### config.mk
export PLATFORM = sky130hd
export DESIGN_NAME = cue_capture_unit
export DESIGN_NICKNAME = d
export VERILOG_FILES = /design/src/rtl/cue_pkg.sv /design/src/rtl/cue_cap_if.sv /design/src/rtl/cue_capture_core.sv /design/src/rtl/cue_capture_unit.sv
export VERILOG_INCLUDE_DIRS = /design/src /design/src/rtl
export SDC_FILE = /design/constraint.sdc
export NUM_CORES = 1
export LEC_CHECK = 0
export BUFFER_PORTS_ARGS = -buffer_cell sky130_fd_sc_hd__buf_2
export CAP_MARGIN = 20
export CORE_MARGIN = 8
export CORE_UTILIZATION = 47
export CTS_CLUSTER_SIZE = 12
export DETAILED_ROUTE_END_ITERATION = 8
export GPL_TIMING_DRIVEN = 0
export PLACE_DENSITY = 0.73
export SYNTH_ARGS = -nofsm -noshare
export SYNTH_HDL_FRONTEND = slang
export SYNTH_HIERARCHICAL = 1
export SYNTH_SLANG_ARGS = --single-unit
### constraint.sdc
create_clock -name sys_clk -period 6.85 [get_ports sys_clk]
set_input_delay 0.685 -clock sys_clk [delete_from_list [all_inputs] [get_ports sys_clk]]
set_output_delay 0.685 -clock sys_clk [all_outputs]
set_load 0.01 [all_outputs]
### src/rtl/cue_params.svh
// ============================================================
// Purpose: offsets, field positions, reset values of the capture unit
// Assumes: 32-bit AXI4-Lite data, one aligned word per register
// Notes:   definitions only
`ifndef CUE_PARAMS_SVH
`define CUE_PARAMS_SVH

// ============================================================
// register byte offsets
`define CUE_OFF_CTRL    8'h00
`define CUE_OFF_INSEL   8'h04
`define CUE_OFF_SYNCSEL 8'h08
`define CUE_OFF_TYPE    8'h0C
`define CUE_OFF_STATUS  8'h10
`define CUE_OFF_COUNT   8'h14
`define CUE_OFF_CAP1    8'h18
`define CUE_OFF_HRFINE  8'h28

// ============================================================
// control, sync select and status register fields
`define CUE_CTRL_RUN     0
`define CUE_CTRL_FILTRST 1
`define CUE_CTRL_DMASEL  2
`define CUE_CTRL_DMAEN   4
`define CUE_CTRL_FALLING 5
`define CUE_SYNC_EN      8
`define CUE_STS_FLAGS    2

// ============================================================
// reset values and bus answers
`define CUE_RST_INSEL    7'h7F
`define CUE_RST_SYNCSEL  6'h00
`define CUE_RESP_OKAY    2'h0
`define CUE_RESP_SLVERR  2'h2
`define CUE_RESP_DECERR  2'h3

`endif

### src/rtl/cue_pkg.sv
// ============================================================
// Purpose: shared types of the capture unit
// Assumes: nothing
// Notes:   constants live in cue_params.svh
package cue_pkg;

	typedef logic [31:0] cue_word_t;

	// capture event chosen for the dma request
	typedef enum logic [1:0] {
		CUE_EVT1 = 2'h0,
		CUE_EVT2 = 2'h1,
		CUE_EVT3 = 2'h2,
		CUE_EVT4 = 2'h3
	} cue_evt_t;

endpackage : cue_pkg

### src/rtl/cue_cap_if.sv
// ============================================================
// Purpose: link between register front end and capture core
// Assumes: both ends on sys_clk
// Notes:   evt is a one-cycle pulse per capture event
`timescale 1ns/1ps
interface cue_cap_if;
	import cue_pkg::*;

	logic              capIn;
	logic              syncPulse;
	logic              run;
	logic              falling;
	logic              filtReset;
	logic [3:0]        clrFlags;
	cue_word_t         counter;
	cue_word_t         capVal [4];
	logic [1:0]        seq;
	logic [3:0]        flags;
	logic [3:0]        evt;

	modport front (output capIn, syncPulse, run, falling, filtReset,
		clrFlags, input counter, capVal, seq, flags, evt);
	modport core (input capIn, syncPulse, run, falling, filtReset,
		clrFlags, output counter, capVal, seq, flags, evt);
endinterface : cue_cap_if

### src/rtl/cue_capture_core.sv
// ============================================================
// Purpose: time base, edge detect, four-slot event sequencer
// Assumes: capIn already synchronised to sys_clk
// Notes:   flag set wins over a clear in the same cycle
`timescale 1ns/1ps
module cue_capture_core
	import cue_pkg::*;
(
	input  wire logic  sys_clk,
	input  wire logic  arst_n,
	cue_cap_if.core    cap
);

	cue_word_t  counterQ, counterD;
	cue_word_t  capQ [4];
	cue_word_t  capD [4];
	logic [1:0] seqQ, seqD;
	logic [3:0] flagsQ, flagsD;
	logic [3:0] evtQ, evtD;
	logic       prevQ, prevD;
	logic       edgeHit;

	// ============================================================
	// next state of time base and sequencer
	always_comb begin
		counterD = counterQ;
		capD     = capQ;
		seqD     = seqQ;
		evtD     = 4'h0;
		prevD    = cap.capIn;
		edgeHit  = cap.falling ? (prevQ && !cap.capIn)
			: (!prevQ && cap.capIn);
		flagsD   = flagsQ & ~cap.clrFlags;
		if (cap.syncPulse) begin
			counterD = 32'h0000_0000;
		end else if (cap.run) begin
			counterD = counterQ + 32'h0000_0001;
		end
		if (cap.filtReset) begin
			seqD  = 2'h0;
			prevD = cap.capIn;
		end else if (edgeHit && cap.run) begin
			capD[seqD]   = counterQ;
			flagsD[seqQ] = 1'b1;                // set wins
			evtD[seqQ]   = 1'b1;
			seqD         = seqQ + 2'h1;
		end
	end

	// ============================================================
	// registers
	always_ff @(posedge sys_clk or negedge arst_n) begin
		if (!arst_n) begin
			counterQ <= 32'h0000_0000;
			for (int i = 0; i < 4; i++) begin
				capQ[i] <= 32'h0000_0000;
			end
			seqQ   <= 2'h0;
			flagsQ <= 4'h0;
			evtQ   <= 4'h0;
			prevQ  <= 1'b0;
		end else begin
			counterQ <= counterD;
			capQ     <= capD;
			seqQ     <= seqD;
			flagsQ   <= flagsD;
			evtQ     <= evtD;
			prevQ    <= prevD;
		end
	end

	assign cap.counter = counterQ;
	assign cap.capVal  = capQ;
	assign cap.seq     = seqQ;
	assign cap.flags   = flagsQ;
	assign cap.evt     = evtQ;

endmodule : cue_capture_core

### src/rtl/cue_capture_unit.sv
// ============================================================
// Purpose: capture unit with AXI4-Lite registers
// Assumes: capture sources are asynchronous pins, sync sources and
//          high-res fine bits come from logic on sys_clk
// Notes:   one write and one read in flight at most
//
// Register access over AXI4-Lite and the register offsets were left to the implementer.
`timescale 1ns/1ps
`include "cue_params.svh"

// Notes on behaviour
// - the counter sync input is any peer pwm or capture sync output, picked by a select field, in any order.
// - there are seven capture units, and only the sixth and seventh keep high-resolution fine bits.
// - writing one to the event filter reset bit returns the event filter to its start state.
// - status bits show the live value of the modulo event sequencer.
// - the capture input select resets to 127, the legacy fixed crossbar input.
// - write protection is off after reset and on once software sets the protect bit.
module cue_capture_unit
	import cue_pkg::*;
#(
	parameter int UNIT_INDEX = 1,
	parameter int NUM_SRC    = 128,
	parameter int NUM_SYNC   = 39,
	parameter int FINE_W     = 8
)(
	input  wire logic                sys_clk,
	input  wire logic                arst_n,
	input  wire logic [7:0]          s_axi_awaddr,
	input  wire logic                s_axi_awvalid,
	output logic                     s_axi_awready,
	input  wire logic [31:0]         s_axi_wdata,
	input  wire logic [3:0]          s_axi_wstrb,
	input  wire logic                s_axi_wvalid,
	output logic                     s_axi_wready,
	output logic [1:0]               s_axi_bresp,
	output logic                     s_axi_bvalid,
	input  wire logic                s_axi_bready,
	input  wire logic [7:0]          s_axi_araddr,
	input  wire logic                s_axi_arvalid,
	output logic                     s_axi_arready,
	output logic [31:0]              s_axi_rdata,
	output logic [1:0]               s_axi_rresp,
	output logic                     s_axi_rvalid,
	input  wire logic                s_axi_rready,
	input  wire logic [NUM_SRC-1:0]  captureSources,
	input  wire logic [NUM_SYNC-1:0] syncSources,
	input  wire logic [FINE_W-1:0]   hiResFine,
	input  wire logic                protectedWriteGate,
	output logic                     syncOutput,
	output logic                     dmaRequest
);

	localparam bit HIGH_RES = (UNIT_INDEX >= 6) && (UNIT_INDEX <= 7);

	cue_cap_if cap ();

	// ============================================================
	// state
	logic [NUM_SRC-1:0] srcMetaQ, srcSyncQ;
	logic       runQ, runD, fallQ, fallD, dmaEnQ, dmaEnD;
	cue_evt_t   dmaSelQ, dmaSelD;
	logic [6:0] inSelQ, inSelD;
	logic [5:0] syncSelQ, syncSelD;
	logic       syncEnQ, syncEnD, protQ, protD;
	logic       filtRstQ, filtRstD;
	logic [3:0] clrQ, clrD;
	logic [FINE_W-1:0] fineQ, fineD;
	logic       dmaReqQ, dmaReqD, syncOutQ, syncOutD;
	logic       awRdyQ, awRdyD, wRdyQ, wRdyD, bValQ, bValD;
	logic [1:0] bRespQ, bRespD, rRespQ, rRespD;
	logic       arRdyQ, arRdyD, rValQ, rValD;
	logic [7:0] awAddrQ, awAddrD;
	cue_word_t  wDataQ, wDataD, rDataQ, rDataD, wVal;
	logic [3:0] wStrbQ, wStrbD;
	logic       syncHit, doWrite;

	// byte-lane merge of a write into the current register view
	function automatic cue_word_t laneMerge(input cue_word_t oldV,
		input cue_word_t newV, input logic [3:0] strb);
		cue_word_t r;
		r = oldV;
		for (int b = 0; b < 4; b++) begin
			if (strb[b]) begin
				r[b*8 +: 8] = newV[b*8 +: 8];
			end
		end
		return r;
	endfunction : laneMerge

	// view of a register as software reads it
	function automatic cue_word_t regView(input logic [7:0] a);
		cue_word_t v;
		v = 32'h0000_0000;
		case (a)
			`CUE_OFF_CTRL: begin
				v[`CUE_CTRL_RUN]         = runQ;
				v[`CUE_CTRL_DMASEL +: 2] = dmaSelQ;
				v[`CUE_CTRL_DMAEN]       = dmaEnQ;
				v[`CUE_CTRL_FALLING]     = fallQ;
			end
			`CUE_OFF_INSEL:   v[6:0] = inSelQ;
			`CUE_OFF_SYNCSEL: begin
				v[5:0]         = syncSelQ;
				v[`CUE_SYNC_EN] = syncEnQ;
			end
			`CUE_OFF_TYPE:    v[0] = protQ;
			`CUE_OFF_STATUS: begin
				v[1:0]                  = cap.seq;
				v[`CUE_STS_FLAGS +: 4]  = cap.flags;
			end
			`CUE_OFF_COUNT:   v = cap.counter;
			`CUE_OFF_HRFINE:  v[FINE_W-1:0] = fineQ;
			default: begin
				for (int k = 0; k < 4; k++) begin
					if (a == `CUE_OFF_CAP1 + 8'(4 * k)) begin
						v = cap.capVal[k];
					end
				end
			end
		endcase
		return v;
	endfunction : regView

	// decoded address answers at all
	function automatic logic isMapped(input logic [7:0] a);
		return (a[1:0] == 2'h0) && (a <= `CUE_OFF_HRFINE);
	endfunction : isMapped

	// ============================================================
	// two-flop synchroniser on the crossbar and pin sources
	always_ff @(posedge sys_clk or negedge arst_n) begin
		if (!arst_n) begin
			srcMetaQ <= '0;
			srcSyncQ <= '0;
		end else begin
			srcMetaQ <= captureSources;
			srcSyncQ <= srcMetaQ;
		end
	end

	// ============================================================
	// source and sync selection feeding the core
	assign cap.capIn     = srcSyncQ[inSelQ];
	assign syncHit       = syncEnQ && (int'(syncSelQ) < NUM_SYNC)
		&& syncSources[syncSelQ];
	assign cap.syncPulse = syncHit;
	assign cap.run       = runQ;
	assign cap.falling   = fallQ;
	assign cap.filtReset = filtRstQ;
	assign cap.clrFlags  = clrQ;

	cue_capture_core u_core (
		.sys_clk (sys_clk),
		.arst_n  (arst_n),
		.cap     (cap)
	);

	// ============================================================
	// bus handshakes and register writes
	always_comb begin
		awRdyD   = awRdyQ;
		wRdyD    = wRdyQ;
		bValD    = bValQ;
		bRespD   = bRespQ;
		awAddrD  = awAddrQ;
		wDataD   = wDataQ;
		wStrbD   = wStrbQ;
		arRdyD   = arRdyQ;
		rValD    = rValQ;
		rDataD   = rDataQ;
		rRespD   = rRespQ;
		runD     = runQ;
		fallD    = fallQ;
		dmaEnD   = dmaEnQ;
		dmaSelD  = dmaSelQ;
		inSelD   = inSelQ;
		syncSelD = syncSelQ;
		syncEnD  = syncEnQ;
		protD    = protQ;
		filtRstD = 1'b0;
		clrD     = 4'h0;
		wVal     = 32'h0000_0000;
		if (s_axi_awvalid && awRdyQ) begin
			awAddrD = s_axi_awaddr;
			awRdyD  = 1'b0;
		end
		if (s_axi_wvalid && wRdyQ) begin
			wDataD = s_axi_wdata;
			wStrbD = s_axi_wstrb;
			wRdyD  = 1'b0;
		end
		doWrite = !awRdyQ && !wRdyQ && !bValQ;
		if (doWrite) begin
			bValD  = 1'b1;
			bRespD = `CUE_RESP_OKAY;
			wVal   = laneMerge(regView(awAddrQ), wDataQ, wStrbQ);
			if (!isMapped(awAddrQ)) begin
				bRespD = `CUE_RESP_DECERR;
			end else if (protQ && !protectedWriteGate
				&& awAddrQ != `CUE_OFF_STATUS) begin
				bRespD = `CUE_RESP_SLVERR;
			end else begin
				case (awAddrQ)
					`CUE_OFF_CTRL: begin
						runD     = wVal[`CUE_CTRL_RUN];
						filtRstD = wVal[`CUE_CTRL_FILTRST];
						dmaSelD  = cue_evt_t'(wVal[`CUE_CTRL_DMASEL +: 2]);
						dmaEnD   = wVal[`CUE_CTRL_DMAEN];
						fallD    = wVal[`CUE_CTRL_FALLING];
					end
					`CUE_OFF_INSEL:   inSelD = wVal[6:0];
					`CUE_OFF_SYNCSEL: begin
						syncSelD = wVal[5:0];
						syncEnD  = wVal[`CUE_SYNC_EN];
					end
					`CUE_OFF_TYPE:    protD = wVal[0];
					`CUE_OFF_STATUS:
						clrD = wDataQ[`CUE_STS_FLAGS +: 4] & {4{wStrbQ[0]}};
					default: ;
				endcase
			end
		end
		if (bValQ && s_axi_bready) begin
			bValD  = 1'b0;
			awRdyD = 1'b1;
			wRdyD  = 1'b1;
		end
		if (s_axi_arvalid && arRdyQ) begin
			arRdyD = 1'b0;
			rValD  = 1'b1;
			rDataD = regView(s_axi_araddr);
			rRespD = isMapped(s_axi_araddr) ? `CUE_RESP_OKAY
				: `CUE_RESP_DECERR;
		end
		if (rValQ && s_axi_rready) begin
			rValD  = 1'b0;
			arRdyD = 1'b1;
		end
	end

	// ============================================================
	// event outputs: dma request, sync output, high-res fine bits
	always_comb begin
		dmaReqD  = dmaEnQ && cap.evt[dmaSelQ];
		syncOutD = syncHit;
		fineD    = fineQ;
		if (HIGH_RES && (cap.evt != 4'h0)) begin
			fineD = hiResFine;
		end
	end

	// ============================================================
	// registers
	always_ff @(posedge sys_clk or negedge arst_n) begin
		if (!arst_n) begin
			awRdyQ   <= 1'b1;
			wRdyQ    <= 1'b1;
			bValQ    <= 1'b0;
			bRespQ   <= `CUE_RESP_OKAY;
			awAddrQ  <= 8'h00;
			wDataQ   <= 32'h0000_0000;
			wStrbQ   <= 4'h0;
			arRdyQ   <= 1'b1;
			rValQ    <= 1'b0;
			rDataQ   <= 32'h0000_0000;
			rRespQ   <= `CUE_RESP_OKAY;
			runQ     <= 1'b0;
			fallQ    <= 1'b0;
			dmaEnQ   <= 1'b0;
			dmaSelQ  <= CUE_EVT1;
			inSelQ   <= `CUE_RST_INSEL;
			syncSelQ <= `CUE_RST_SYNCSEL;
			syncEnQ  <= 1'b0;
			protQ    <= 1'b0;
			filtRstQ <= 1'b0;
			clrQ     <= 4'h0;
			fineQ    <= '0;
			dmaReqQ  <= 1'b0;
			syncOutQ <= 1'b0;
		end else begin
			awRdyQ   <= awRdyD;
			wRdyQ    <= wRdyD;
			bValQ    <= bValD;
			bRespQ   <= bRespD;
			awAddrQ  <= awAddrD;
			wDataQ   <= wDataD;
			wStrbQ   <= wStrbD;
			arRdyQ   <= arRdyD;
			rValQ    <= rValD;
			rDataQ   <= rDataD;
			rRespQ   <= rRespD;
			runQ     <= runD;
			fallQ    <= fallD;
			dmaEnQ   <= dmaEnD;
			dmaSelQ  <= dmaSelD;
			inSelQ   <= inSelD;
			syncSelQ <= syncSelD;
			syncEnQ  <= syncEnD;
			protQ    <= protD;
			filtRstQ <= filtRstD;
			clrQ     <= clrD;
			fineQ    <= fineD;
			dmaReqQ  <= dmaReqD;
			syncOutQ <= syncOutD;
		end
	end

	assign s_axi_awready = awRdyQ;
	assign s_axi_wready  = wRdyQ;
	assign s_axi_bvalid  = bValQ;
	assign s_axi_bresp   = bRespQ;
	assign s_axi_arready = arRdyQ;
	assign s_axi_rvalid  = rValQ;
	assign s_axi_rdata   = rDataQ;
	assign s_axi_rresp   = rRespQ;
	assign dmaRequest    = dmaReqQ;
	assign syncOutput    = syncOutQ;

endmodule : cue_capture_unit

; Word level (Yosys, flattened, before mapping)
; Index checks and enable logic that the tools add are counted.
[totals]
memories = 0
elab_cells = 174
latchBits = 0
rom_bits = 0
out_inout_bits = 43
ramBits = 0
in_bits = 235
ff_bits = 514
[op_classes]
addsub = 2
reduce_logical = 47
magnitude_cmp = 10
div_mod_pow = 0
n_shift = 0
eq_ne = 16
muxes = 57
n_bitwise = 7
n_mul = 0
[op_table]
columns = op, n
row1 = $mux 32, 7
row2 = $bwmux 128, 1
row3 = $demux 32 s2, 1
row4 = $pmux 23 s2, 1
row5 = $eq 8x5->1 const B, 5
row6 = $add 32x1->32 const B, 1
row7 = $eq 8x4->1 const B, 4
row8 = $mux 4, 8
row9 = $eq 8x6->1 const B, 3
row10 = $pmux 4 s6, 1
row11 = $mux 1, 20
row12 = $logic_and 1x1->1, 19
row13 = $eq 8x3->1 const B, 2
row14 = $le 8x6->1 const B, 2
row15 = $logic_not 8->1, 2
row16 = $reduce_and 4->1, 4
row17 = $pmux 4 s3, 1
row18 = $reduce_bool 2->1, 6
row19 = $mux 2, 5
row20 = $reduce_and 5->1, 2
row21 = $reduce_or 5->1, 2
row22 = $pmux 1 s3, 3
row23 = $and 4x4->4, 2
row24 = $lt 7x8->1 const B, 1
row25 = other kinds (27), 36

; Depth between registers and ports, before layout
; Gate-level depths: netlist (run 1).
[logic_depth]
depth_word = 8
mapped_depth = 12

; Cells and area by module
; Netlist (run 1), hierarchy kept.
[modules_own_cells]
columns = module, instances, cells_per_inst, area_per_inst_um2
row1 = cue_capture_unit, 1, 838, 12552.0
row2 = cue_capture_core, 1, 500, 6956.7

; Worst setup path before layout (run 1)
; No wires, ideal clock.
[synth_timing]
path_kind = reg2reg
startpoint = reg inSelQ[0]
endpoint = reg u_core.capQ, in the netlist u_core/cap.capVal[100]
stages_incl_launch_ff = 12
t_required_ps = 6725
setup_ps = 125
t_arrival_ps = 3371
n_path_buf = 3
setup_slack_ps = 3355
cell_sequence = dfstp_2 buf_6 buf_2 mux4_1 o211ai_1 a221oi_1 or4_1 nor3b_1 o211a_1 nand2_1 buf_2 mux2_2
[synth_between]
elab_chain_len = 7
elab_cells_between_ends = 8
cone_classes = mux: 3 / reduce/logical: 5
[synth_lines]
columns = element, line_no
row1 = from (decl), cue_capture_unit.sv:62  ; logic [6:0] inSelQ, inSelD;
row2 = from (signal assigned), cue_capture_unit.sv:271  ; inSelQ <= `CUE_RST_INSEL;
row3 = from (signal assigned), cue_capture_unit.sv:296  ; inSelQ <= inSelD;
row4 = $bmux 1 s7 *, cue_capture_unit.sv:143  ; assign cap.capIn = srcSyncQ[inSelQ];
row5 = $mux 1 (not written as such) *, cue_capture_unit.sv:143
row6 = net cap.capIn, cue_cap_if.sv:9  ; logic capIn;
row7 = $logic_not 1->1, cue_capture_core.sv:31  ; edgeHit = cap.falling ? (prevQ && !cap.capIn)
row8 = $logic_and 1x1->1, cue_capture_core.sv:31
row9 = $mux 1 *, cue_capture_core.sv:31
row10 = $logic_and 1x1->1 *, cue_capture_core.sv:42  ; end else if (edgeHit && cap.run) begin
row11 = $reduce_and 2->1 (no source line) *, --
row12 = to (signal assigned), cue_capture_core.sv:64  ; capQ <= capD;
row13 = to (decl), cue_capture_core.sv:15  ; cue_word_t capQ [4];
; The timed path passes the listed nets; every way through them passes the cells marked *. The select of a mux whose other input is x is not followed.
; A chain may end at the register's enable or synchronous reset.

; Final worst setup path (run 1)
[layout_timing]
startpoint = reg inSelQ[2]
endpoint = reg u_core.capQ, in the netlist u_core/cap.capVal[104]
; Same word-level chain as after synthesis.

==> metrics.md, run 1 <==
| Metric | Value |
|---|---|
| Max-Cap Viols | `0` |
| IO Port Bufs | `about 240` |
| CP Data Arrival Time | `about 5 ns` |
| Largest area contributor in the netlist | `dfrtp_1` |
| Commonest non-fill, non-tap cell in the layout | `dfrtp_1` |
| CTS tree | `yes` |
| Yosys warns | `6` |
| Post-synthesis simple-gate area fraction | `6.86%` |
| Startpoint Class | `flip-flop` |
| DIE WIDTH | `approximately 220 microns` |
| CP endpoint kind | `flip-flop` |
| HPWL after detailed placement | `about 34000 microns` |
| Final Setup Violations | `0` |
| Fraction of registers with async set/reset | `100%` |
| Max Slew Vio Count | `0` |
| Fin util | `~57%` |
| Antenna violations before repair | `9` |
| Count of cell types in the netlist | `72` |
| Share of the synthesized area in the top cell type | `~64%` |
| Drt initial violations | `between 1000 and 1500` |
| Crit path required time | `7.31 ns` |
| Insertion delay of the later-clocked pin in the worst-skew pair | `approximately 0.63 ns` |
| Syn-to-layout area delta | `19.0%` |
| Site Rows | `74` |
| Peak supply drop | `roughly 0.00026 V` |
| Remaining DRCs | `0` |
| Io pins | `278` |
| Post-synth EDFFs | `0` |
| Worst-path clk slew | `roughly 0.060 ns` |
| Clock group share of total power | `between 30% and 40%` |
| Post-synthesis xor/xnor area fraction | `less than 1%` |
| ANT nets after route | `0` |
| Die Span Y | `approximately 220 microns` |
| RSZ-0062 raised after global routing | `false` |
| GR Overflow Total | `0` |
| Top_reg_cell synth | `dfrtp_1` |
| Final Hold Violating Endpoints | `0` |
| Gate power share | `between 15 and 20%` |
| Synth area leaders | `dfrtp_1 64%, mux2_2 8.9%, mux4_2 3.8%` |
| Vias/cell | `5.65` |
| Post-Syn Area | `19500 sq um` |
| Worst-path maximum fanout | `10` |
| Switch Pwr | `between 0.002 and 0.0025 W` |
| Largest family of logic cells by synthesized area | `multiplexers` |
| Hold buffers post-CTS | `0` |
| Layout cell share with drive strength beyond 1 | `33.7%` |
| CTS root buffer | `clkbuf_16` |
| Drt first pass iters | `8` |
| Post_cts resized | `0` |
| Post-CTS setup buffer count | `0` |
| Sequential power share | `between 40% and 50%` |
| Initial core utilization | `47.7%` |
| Worst Clk Skew | `between 0.05 and 0.06 ns` |
| P_int | `0.00543 W` |
| Net Sw Frac | `27.1%` |
| Cells after Synth | `1338` |
| Largest net degree at the start of global routing | `approximately 130` |
| Syn Nets | `1578` |
| Multiplexer area fraction after synthesis | `approximately 15%` |
| Slew margin rel. | `a little under two fifths` |
| Pwr/cell area | `321 nW/um^2` |
| Sequential fraction of the synthesis area | `approximately two thirds` |
| Crit Path Category | `reg2reg` |
| # H-tree levels | `2` |
| Fmax | `~220 MHz` |
| DRT Wirelength | `approximately 49000 microns` |
| Most frequent cells in the layout | `502 x dfrtp_1, 263 x buf_2, 155 x mux2_2, 76 x nand2_1, 72 x clkbuf_1` |
| #FFs+latches synth | `just over 500` |
| R2R cell count | `12` |
| Avg WL per Cell | `roughly 22 microns` |
| GRT Overall Usage | `between 20% and 30%` |
| Clock sink total | `512` |
| First-pass GRT wire length | `76400 microns` |
| Adder-cell area share of the yosys netlist | `0.321%` |
| Least-Margin Pin Slew | `between 0.9 and 1 ns` |
| Clk buf depth | `3` |
| Compound-Gate Fraction of Synth Area | `around 8%` |
| Post-layout min period | `4.55 ns` |
| HP Class | `in2async` |
| Post-Synthesis Mean Instance Area | `between 10 and 15 sq um` |
| RePlAce Congestion | `0.863` |
| Die area | `between 40000 and 50000 sq um` |
| Outcome | `finished clean` |
| Final worst-path cycle share | `between 60% and 70%` |
| Cts bufs inserted | `52` |
| Leak | `~11 nW` |
| Worst Hold Margin | `around 0.14 ns` |
| Vias | `about 13000` |
| Core Region | `roughly 41000 sq um` |
| Vias in the first global route | `roughly 14000` |
| Nets@finish | `approximately 1900` |
## power groups by stage
stage	sequential, W	combinational (W)	clock (W)
final	0.00349	0.00121	0.00275
after global routing	0.00352	0.00131	0.00294
after CTS	0.00349	0.00121	0.00281
after detailed placement	0.00354	0.00120	0
after global placement	0.00352	0.00116	0
after floorplan	0.00348	0.000763	0
## cell families (layout without fill, tap and decap cells)
logic type,count (synthesis),after routing
other,0,11
multiplexers,222,222
buffers and inverters,115,456
XOR/XNOR,13,13
AND/OR/NAND/NOR,247,247
flip-flops,512,512
AO/OA/AOI/OAI,224,224
adder cells (fa/ha/maj),5,5
## synthesized netlist by cell type (8+ instances only)
library cell / count
or4_1: 17
clkbuf_1: 45
nand2b_1: 8
a222oi_1: 24
mux2i_1: 19
a21oi_1: 28
mux4_2: 33
mux2_2: 155
xor2_1: 10
mux4_1: 11
nor2_1: 52
o21ai_1: 40
nand3_1: 25
inv_1: 26
dfstp_2: 10
buf_2: 25
o31ai_1: 19
o22ai_1: 9
o21ai_0: 26
o221ai_1: 8
nand4_1: 14
and4_1: 8
dfrtp_1: 502
nand2_1: 76
a221oi_1: 37
## metrics by stage
stage	setup TNS (ns)	std cells	setup slack [ns]	area, sq um	total power (W)
4_1_cts	0	2211	2.37	23200	0.00751
5_1_grt	0	2220	2.16	23200	0.00776
6_report	0	2222	2.30	23200	0.00745
3_3_place_gp	-2286.09	2109	-4.57	21400	0.00468
3_5_place_dp	0	2113	2.43	21500	0.00474
2_1_floorplan	0	1338	3.35	19500	0.00424
## layout make-up
class | count | area, sq um
Buffer | 89 | 469
Timing Repair Buffer | 243 | 1320
Clock buffer | 90 | 1550
Clock inverter | 8 | 144
Tap cell | 532 | 666
Antenna cell | 11 | 27.5
Fill cell | 3239 | 17700
Multi-Input combinational cell | 711 | 6120
Inverter | 26 | 97.6
Sequential cell | 512 | 12800
## routing by layer
metal  part of all wire [%]  global-route usage (%)
met1                     41                    26.7
met2                     48                    32.4
met3                    6.8                    5.00
met4                    3.6                    8.71
met5                      0                       0
## registers in the layout (all words and copies together), names as in the netlist, 6 cells and up
name and flops:
srcMetaQ 128, srcSyncQ 128, u_core/cap.capVal 128, s_axi_rdata 32
u_core/cap.counter 32, awAddrQ 8, wDataQ 8, inSelQ 7
syncSelQ 6
## worst max-delay path: stages, from the launching register on
cell and delay [ns]:
dfstp_2 0.53, buf_6 0.15, buf_12 0.16, clkbuf_1 0.62, mux4_2 0.43, o22ai_1 0.23, a221oi_1 0.11, or4_1 0.55
nor3b_1 0.19, o211a_1 0.27, nand2_1 0.33, buf_2 0.41, mux2_2 0.39
## final timing paths
path                               startpoint                     end  slack [ns]
setup / recovery                    inSelQ[2]  u_core/cap.capVal[104]        2.30
max in group asynchronous              arst_n          s_axi_rdata[8]        5.20
hold / removal                         arst_n           srcSyncQ[117]        0.14
min in group sys_clk       captureSources[20]            srcMetaQ[20]        0.16
hold reg to reg                  srcMetaQ[72]            srcSyncQ[72]        0.31
setup reg to reg                    inSelQ[2]  u_core/cap.capVal[104]        2.30
No activity file was read; power rests on OpenSTA's default activity.
==> run 2, diff against run 1 <==
--- a/config.mk
+++ b/config.mk
@@ -6,6 +6,7 @@
 export SDC_FILE = /design/constraint.sdc
 export NUM_CORES = 1
 export LEC_CHECK = 0
+export ABC_AREA = 1
 export BUFFER_PORTS_ARGS = -buffer_cell sky130_fd_sc_hd__buf_2
 export CAP_MARGIN = 20
 export CORE_MARGIN = 8
@@ -13,7 +14,7 @@
 export CTS_CLUSTER_SIZE = 12
 export DETAILED_ROUTE_END_ITERATION = 8
 export GPL_TIMING_DRIVEN = 0
-export PLACE_DENSITY = 0.73
+export PLACE_DENSITY = 0.72
 export SYNTH_ARGS = -nofsm -noshare
 export SYNTH_HDL_FRONTEND = slang
 export SYNTH_HIERARCHICAL = 1
==> constraint.sdc (replaced) <==
create_clock -name sys_clk -period 4.2 [get_ports sys_clk]
set_input_delay 0.42 -clock sys_clk [delete_from_list [all_inputs] [get_ports sys_clk]]
set_output_delay 0.42 -clock sys_clk [all_outputs]
set_load 0.01 [all_outputs]
==> metrics.md, run 2 <==
| Metric | Value |
|---|---|
| Outcome | `finished clean` |
| Slew margin rel. | `between 40% and 50%` |
| Largest net degree at the start of global routing | `about 120` |
| Max-Cap Viols | `0` |
| Antenna violations before repair | `14` |
| Leak | `13.0 nW` |
| Core Region | `between 40000 and 50000 sq um` |
| Share of the synthesized area in the top cell type | `61.3%` |
| Critical hold path startpoint | `s_axi_bready` |
| RSZ-0062 raised after global routing | `false` |
| Post-layout min period | `between 3 and 4 ns` |
| Crit path cell chain | `buf_2 -> clkbuf_1 -> nand3_1 -> nand3_1 -> nand3_1 -> nand2_1 -> nand2_1 -> nand3_1 -> nand2_1 -> nand2_1 -> nand2_1 -> inv_1 -> nor2_1 -> nand2_1 -> a21oi_2 -> nand2_1 -> buf_2 -> clkbuf_1 -> o21ai_0 -> nand2_1` |
| Min-Delay Path Depth | `2` |
| Nets@finish | `slightly below 3000` |
| Io pins | `about 280` |
| Sequential fraction of the synthesis area | `around 63%` |
| RePlAce Congestion | `roughly 0.93` |
| Cts bufs inserted | `53` |
| ANT nets after route | `0` |
| Clk buf depth | `3` |
| Final worst-path cycle share | `90.7%` |
| Most frequent cell after synthesis | `nand2_1` |
| CP Data Arrival Time | `roughly 4.4 ns` |
| Final Setup Violations | `0` |
| Crit path required time | `between 4 and 5 ns` |
| GR Overflow Total | `0` |
| Synth top cells by count | `772 x nand2_1, 502 x dfrtp_1, 218 x nand3_1` |
| TNS Setup | `0 ns` |
| Least-Margin Pin Slew | `approximately 0.85 ns` |
| Syn Nets | `~2500` |
| Drt initial violations | `~2000` |
| Most frequent cells in the layout | `772 x nand2_1, 502 x dfrtp_1, 287 x buf_2, 218 x nand3_1, 175 x o21ai_0` |
| Worst-path maximum fanout | `10` |
| Post-Synthesis Mean Instance Area | `just over 9 sq um` |
| Final Hold Violating Endpoints | `0` |
| Reg-to-reg startpoint | `inSelQ[1]` |
| Remaining DRCs | `0` |
| DIE WIDTH | `between 200 and 250 microns` |
| Initial core utilization | `roughly 48%` |
| Clock sink total | `slightly above 500` |
| CTS tree | `yes` |
| Die Span Y | `~220 microns` |
| Die area | `approximately 51000 sq um` |
| Insertion delay of the later-clocked pin in the worst-skew pair | `just over 0.6 ns` |
| Cells after Synth | `around 2200` |
| Layout cell share with drive strength beyond 1 | `around 17%` |
| Max incr delay on CP | `approximately 0.57 ns` |
| Count of cell types in the netlist | `41` |
| Syn-to-layout area delta | `24.8%` |
| Vias in the first global route | `about 18000` |
| Worst Clk Skew | `approximately 0.018 ns` |
| FILL cells | `about 3500` |
| Post-Syn Area | `20500 sq um` |
| Fmax | `about 260 MHz` |
| Commonest non-fill, non-tap cell in the layout | `nand2_1` |
| GRT Overall Usage | `between 20% and 30%` |
| DRT Wirelength | `between 60000 and 70000 microns` |
| CP endpoint kind | `flip-flop` |
| Yosys warns | `6` |
| Post_cts resized | `0` |
| Worst Hold Margin | `a little over 0.05 ns` |
| Avg WL per Cell | `20.3 microns` |
| CTS root buffer | `clkbuf_16` |
| Vias | `roughly 18000` |
| HPWL after detailed placement | `~44000 microns` |
| R2R cell count | `20` |
| HP Class | `in2reg` |
| Pwr/cell area | `~440 nW/um^2` |
| Max Slew Vio Count | `0` |
| Largest area contributor in the netlist | `dfrtp_1` |
| Most frequent CP cell | `nand2_1` |
| #FFs+latches synth | `approximately 510` |
| Peak supply drop | `around 0.00033 V` |
| Post-synth EDFFs | `0` |
| Hold EP | `s_axi_bvalid` |
| Startpoint Class | `flip-flop` |
| Vias/cell | `5.42` |
| Fraction of registers with async set/reset | `100%` |
| Top_reg_cell synth | `dfrtp_1` |
| Synth area leaders | `dfrtp_1 61%, nand2_1 14%, nand3_1 5.3%` |
| # H-tree levels | `2` |
| RR Endpoint | `u_core/cap.capVal[115]` |
| IO Port Bufs | `between 200 and 250` |
| Site Rows | `between 70 and 80` |
| Drt first pass iters | `6` |
| Post-CTS setup buffer count | `0` |
| R2R setup slack | `0.39 ns` |
| First-pass GRT wire length | `~100000 microns` |
| Worst-path clk slew | `around 0.060 ns` |
| Critical Path Slowest Stage Cell | `clkbuf_1` |
| Crit Path Category | `reg2reg` |
[run 2: cells by family (layout without fill, tap and decap cells)]
logic type | count (synthesis) | after routing | share of synthesized area (%)
and+or+nand+nor | 1188 | 1188 | 24.5
DFF | 512 | 512 | 62.6
AOI/OAI and AO/OA | 275 | 275 | 6.85
buffers and inverters | 253 | 720 | 5.32
muxes | 6 | 6 | 0.330
adders and majority gates | 5 | 5 | 0.305
xor gates and xnor gates | 1 | 1 | 0.0428
other | 0 | 12 | 0
[run 2: final cells by class]
cell class	count	area (sq um)	share of cell area (%)
multi-input combinational	1475	6570	25.7
inverter	134	504	1.97
clock inverter	11	144	0.563
tap	585	732	2.86
sequential	512	12800	50.2
antenna	12	30.0	0.118
timing repair buffer	379	2660	10.4
buffer	119	586	2.29
clock buffer	77	1510	5.90
[run 2: worst max path at each step]
stage	depth (start not counted)	endpoint	slack, ns	startpoint
6_report	20	u_core/cap.capVal[115]	0.39	inSelQ[1]
5_1_grt	19	u_core/cap.seq[0]	0.23	inSelQ[1]
4_1_cts	19	u_core/cap.capVal[115]	0.54	inSelQ[1]
3_5_place_dp	19	u_core/cap.capVal[115]	0.57	inSelQ[2]
3_3_place_gp	1	s_axi_rdata[28]	-7.20	arst_n
2_1_floorplan	19	u_core/cap.capVal[0]	1.68	inSelQ[1]
[run 2: repair_timing]
item,in CTS,in global routing
setup endpoints to repair,0,0
endpoints found under the hold margin,188,0
hold buffers,132,0
[run 2: layer usage]
| metal | wire (microns) | up-vias | global-route usage (%) | share of wire (%) |
|---|---|---|---|---|
| met3 | 5150 | 237 | 5.21 | 7.7 |
| met2 | 31600 | 877 | 43.5 | 47 |
| met4 | 3770 | 8 | 14.4 | 5.6 |
| met5 | 51 | - | 0 | 0.076 |
| met1 | 26500 | 8708 | 33.6 | 39 |
| li1 | - | 8062 | - | - |
[run 2: worst max-delay path: cells and delay by family, from the launching register on]
family          cells  cell delay [ns]
buf+inv             5             1.67
simple gates       13             1.29
flops               1             0.51
compound gates      2             0.26
[run 2: per-stage QoR]
step	cells	cell area (sq um)	utilization (%)	total power (W)	setup WS, ns
5_1_grt	3301	25500	59.3	0.0118	0.226
3_3_place_gp	3068	22400	52.1	0.00670	-7.20
6_report	3304	25500	59.3	0.0113	0.392
2_1_floorplan	2240	20500	-	0.00614	1.68
4_1_cts	3292	25500	59.2	0.0113	0.538
3_5_place_dp	3072	22500	52.3	0.00675	0.566
[run 2: report_power, final]
part	switching, W	total, W	internal [W]
clock network	0.00195	0.00455	0.00260
registers	0.000202	0.00551	0.00530
logic	0.000799	0.00127	0.000474
total	0.00295	0.0113	0.00838
==> run 3, diff against run 2 <==
--- a/config.mk
+++ b/config.mk
@@ -14,7 +14,7 @@
 export CTS_CLUSTER_SIZE = 12
 export DETAILED_ROUTE_END_ITERATION = 8
 export GPL_TIMING_DRIVEN = 0
-export PLACE_DENSITY = 0.72
+export PLACE_DENSITY = 0.75
 export SYNTH_ARGS = -nofsm -noshare
 export SYNTH_HDL_FRONTEND = slang
 export SYNTH_HIERARCHICAL = 1
==> metrics.md, run 3 (synthesis gave the netlist of run 2 again) <==
| Metric | Value |
|---|---|
| CTS tree | `yes` |
| Leak | `between 10 and 15 nW` |
| Reg-to-reg startpoint | `inSelQ[2]` |
| Crit path required time | `roughly 4.7 ns` |
| Commonest non-fill, non-tap cell in the layout | `nand2_1` |
| Syn-to-layout area delta | `25.0%` |
| R2R cell count | `19` |
| Layout Cells excl Fill | `about 3300` |
| Vias/cell | `around 5.5` |
| GRT busiest layer | `met2` |
| Slew margin rel. | `about a third` |
| Setup Slack @ Placement | `around 0.5 ns` |
| R2R setup slack | `0.26 ns` |
| Max-Cap Viols | `0` |
| Final worst-path cycle share | `between 90% and 100%` |
| CP startpoint | `inSelQ[2]` |
| RSZ-0062 raised after global routing | `false` |
| Site Rows | `76` |
| Peak supply drop | `0.000346 V` |
| Drt initial violations | `between 2000 and 2500` |
| Die Span Y | `roughly 220 microns` |
| CTS root buffer | `clkbuf_16` |
| Max Slew Vio Count | `0` |
| Io pins | `278` |
| Outcome | `finished clean` |
| DRT Wirelength | `between 70000 and 80000 microns` |
| GR Layer Usage met1 | `32.8%` |
| Core Region | `~43000 sq um` |
| Worst-path maximum fanout | `10` |
| Remaining DRCs | `0` |
| Setup crit end | `u_core/cap.capVal[20]` |
| Area after DPL | `22500 sq um` |
| Most frequent cells in the layout | `772 x nand2_1, 502 x dfrtp_1, 287 x buf_2, 218 x nand3_1, 175 x o21ai_0` |
| GR Overflow Total | `0` |
| TNS Setup | `0 ns` |
| Drt first pass iters | `6` |
| HP Class | `in2reg` |
| Insertion delay of the later-clocked pin in the worst-skew pair | `about 0.62 ns` |
| Crit Path Category | `reg2reg` |
| RePlAce Congestion | `0.956` |
| Die area | `~50000 sq um` |
| Pwr/cell area | `450 nW/um^2` |
| CP Data Arrival Time | `4.41 ns` |
| DIE WIDTH | `225 microns` |
| Dpl cells | `3072` |
| Startpoint Class | `flip-flop` |
| Avg WL per Cell | `21.2 microns` |
| First-pass GRT wire length | `~110000 microns` |
| Largest net degree at the start of global routing | `130` |
| Final Setup Violations | `0` |
| RR Endpoint | `u_core/cap.capVal[20]` |
| CP endpoint kind | `flip-flop` |
| Fmax | `~250 MHz` |
| Cts bufs inserted | `53` |
| Post-Layout Inst Area | `approximately 26000 sq um` |
| Least-Margin Pin Slew | `approximately 0.99 ns` |
| Clk buf depth | `3` |
| Clock sink total | `slightly above 500` |
| Grt met2 use | `a little under half` |
| Vias in the first global route | `18699` |
| ANT nets after route | `0` |
| Post-layout min period | `3.94 ns` |
| IO Port Bufs | `~240` |
| Antenna violations before repair | `16` |
| Nets@finish | `roughly 2900` |
| Initial core utilization | `around 48%` |
| Final Hold Violating Endpoints | `0` |
| Met3 usage | `7.07%` |
| GRT Overall Usage | `27.8%` |
| # H-tree levels | `2` |
| PnR worst setup slack | `roughly 0.26 ns` |
| FILL cells | `about 3400` |
| Worst-path clk slew | `0.06 ns` |
| Power Total | `roughly 0.012 W` |
| Vias | `about 18000` |
| HPWL after detailed placement | `between 40000 and 50000 microns` |
| Layout cell share with drive strength beyond 1 | `around 17%` |
| Post-CTS setup buffer count | `0` |
| Worst Clk Skew | `approximately 0.036 ns` |
-- run 3: changes by cell type in the layout (fill, tap and decap cells not counted) --
| cell | delta |
|---|---|
| bufinv_16 | +1 |
| clkbuf_1 | -3 |
| clkbuf_8 | +1 |
| clkinv_16 | +1 |
| clkinv_2 | -3 |
| clkinv_8 | -1 |
| diode_2 | +1 |
| inv_6 | +2 |
-- run 3: timing repair --
action                    CTS  global route
hold endpoints to repair  223             0
gates resized for setup     0             0
hold buffers              132             0
-- run 3: how the worst min path moves through the flow --
stage               depth (start not counted)             from  slack, ns       endpoint
floorplan                                   0           arst_n       0.12     awAddrQ[0]
global placement                            0    srcMetaQ[101]       0.33  srcSyncQ[101]
detailed placement                          0    srcMetaQ[108]       0.33  srcSyncQ[108]
CTS                                         2     s_axi_wvalid      0.008   s_axi_wready
global route                                2     s_axi_wvalid       0.03   s_axi_wready
finish                                      2  s_axi_awaddr[6]       0.03     awAddrQ[6]
-- run 3: metrics by stage --
step	hold slack [ns]	util, %
3_3_place_gp	0.332	52.1
6_report	0.0296	59.4
2_1_floorplan	0.124	-
4_1_cts	0.00796	59.4
5_1_grt	0.0258	59.4
3_5_place_dp	0.335	52.3
-- run 3: report_power, final --
group	total, W	switching, W	internal [W]
Clock	0.00469	0.00201	0.00268
Sequential	0.00552	0.000218	0.00530
Combinational	0.00130	0.000824	0.000475
Total	0.0115	0.00305	0.00846
-- run 3: area by class of cell --
class                           count  area [sq um]  share of cell area, %
Multi-Input combinational cell   1475          6570                   25.6
Antenna cell                       13          32.5                  0.127
Buffer                            119           586                   2.29
Tap cell                          585           732                   2.86
Sequential cell                   512         12800                   50.1
Clock inverter                     11           190                  0.743
Clock buffer                       75          1510                   5.89
Inverter                          134           504                   1.97
Timing Repair Buffer              379          2660                   10.4
-- run 3: critical path, stage by stage, from the launching register on --
cell,delay [ns]
dfstp_2,0.54
buf_2,0.25
buf_1,0.61
nand3_1,0.26
nand3_1,0.17
nand2_1,0.08
nand2_1,0.06
nand3_1,0.06
nand2_1,0.07
nand2_1,0.05
nand2_1,0.11
inv_1,0.07
nor2_1,0.08
nand2_1,0.07
a21oi_2,0.17
nand2_1,0.12
buf_4,0.22
clkbuf_1,0.36
o21ai_0,0.35
nand2_1,0.08
-- run 3: metal layers --
layer | vias to the layer above | routed length (microns) | share of wire, %
li1 | 8051 | - | -
met1 | 8739 | 25300 | 36
met2 | 1141 | 33200 | 47
met3 | 284 | 6620 | 9.4
met4 | 10 | 4910 | 7.0
met5 | - | 67 | 0.096
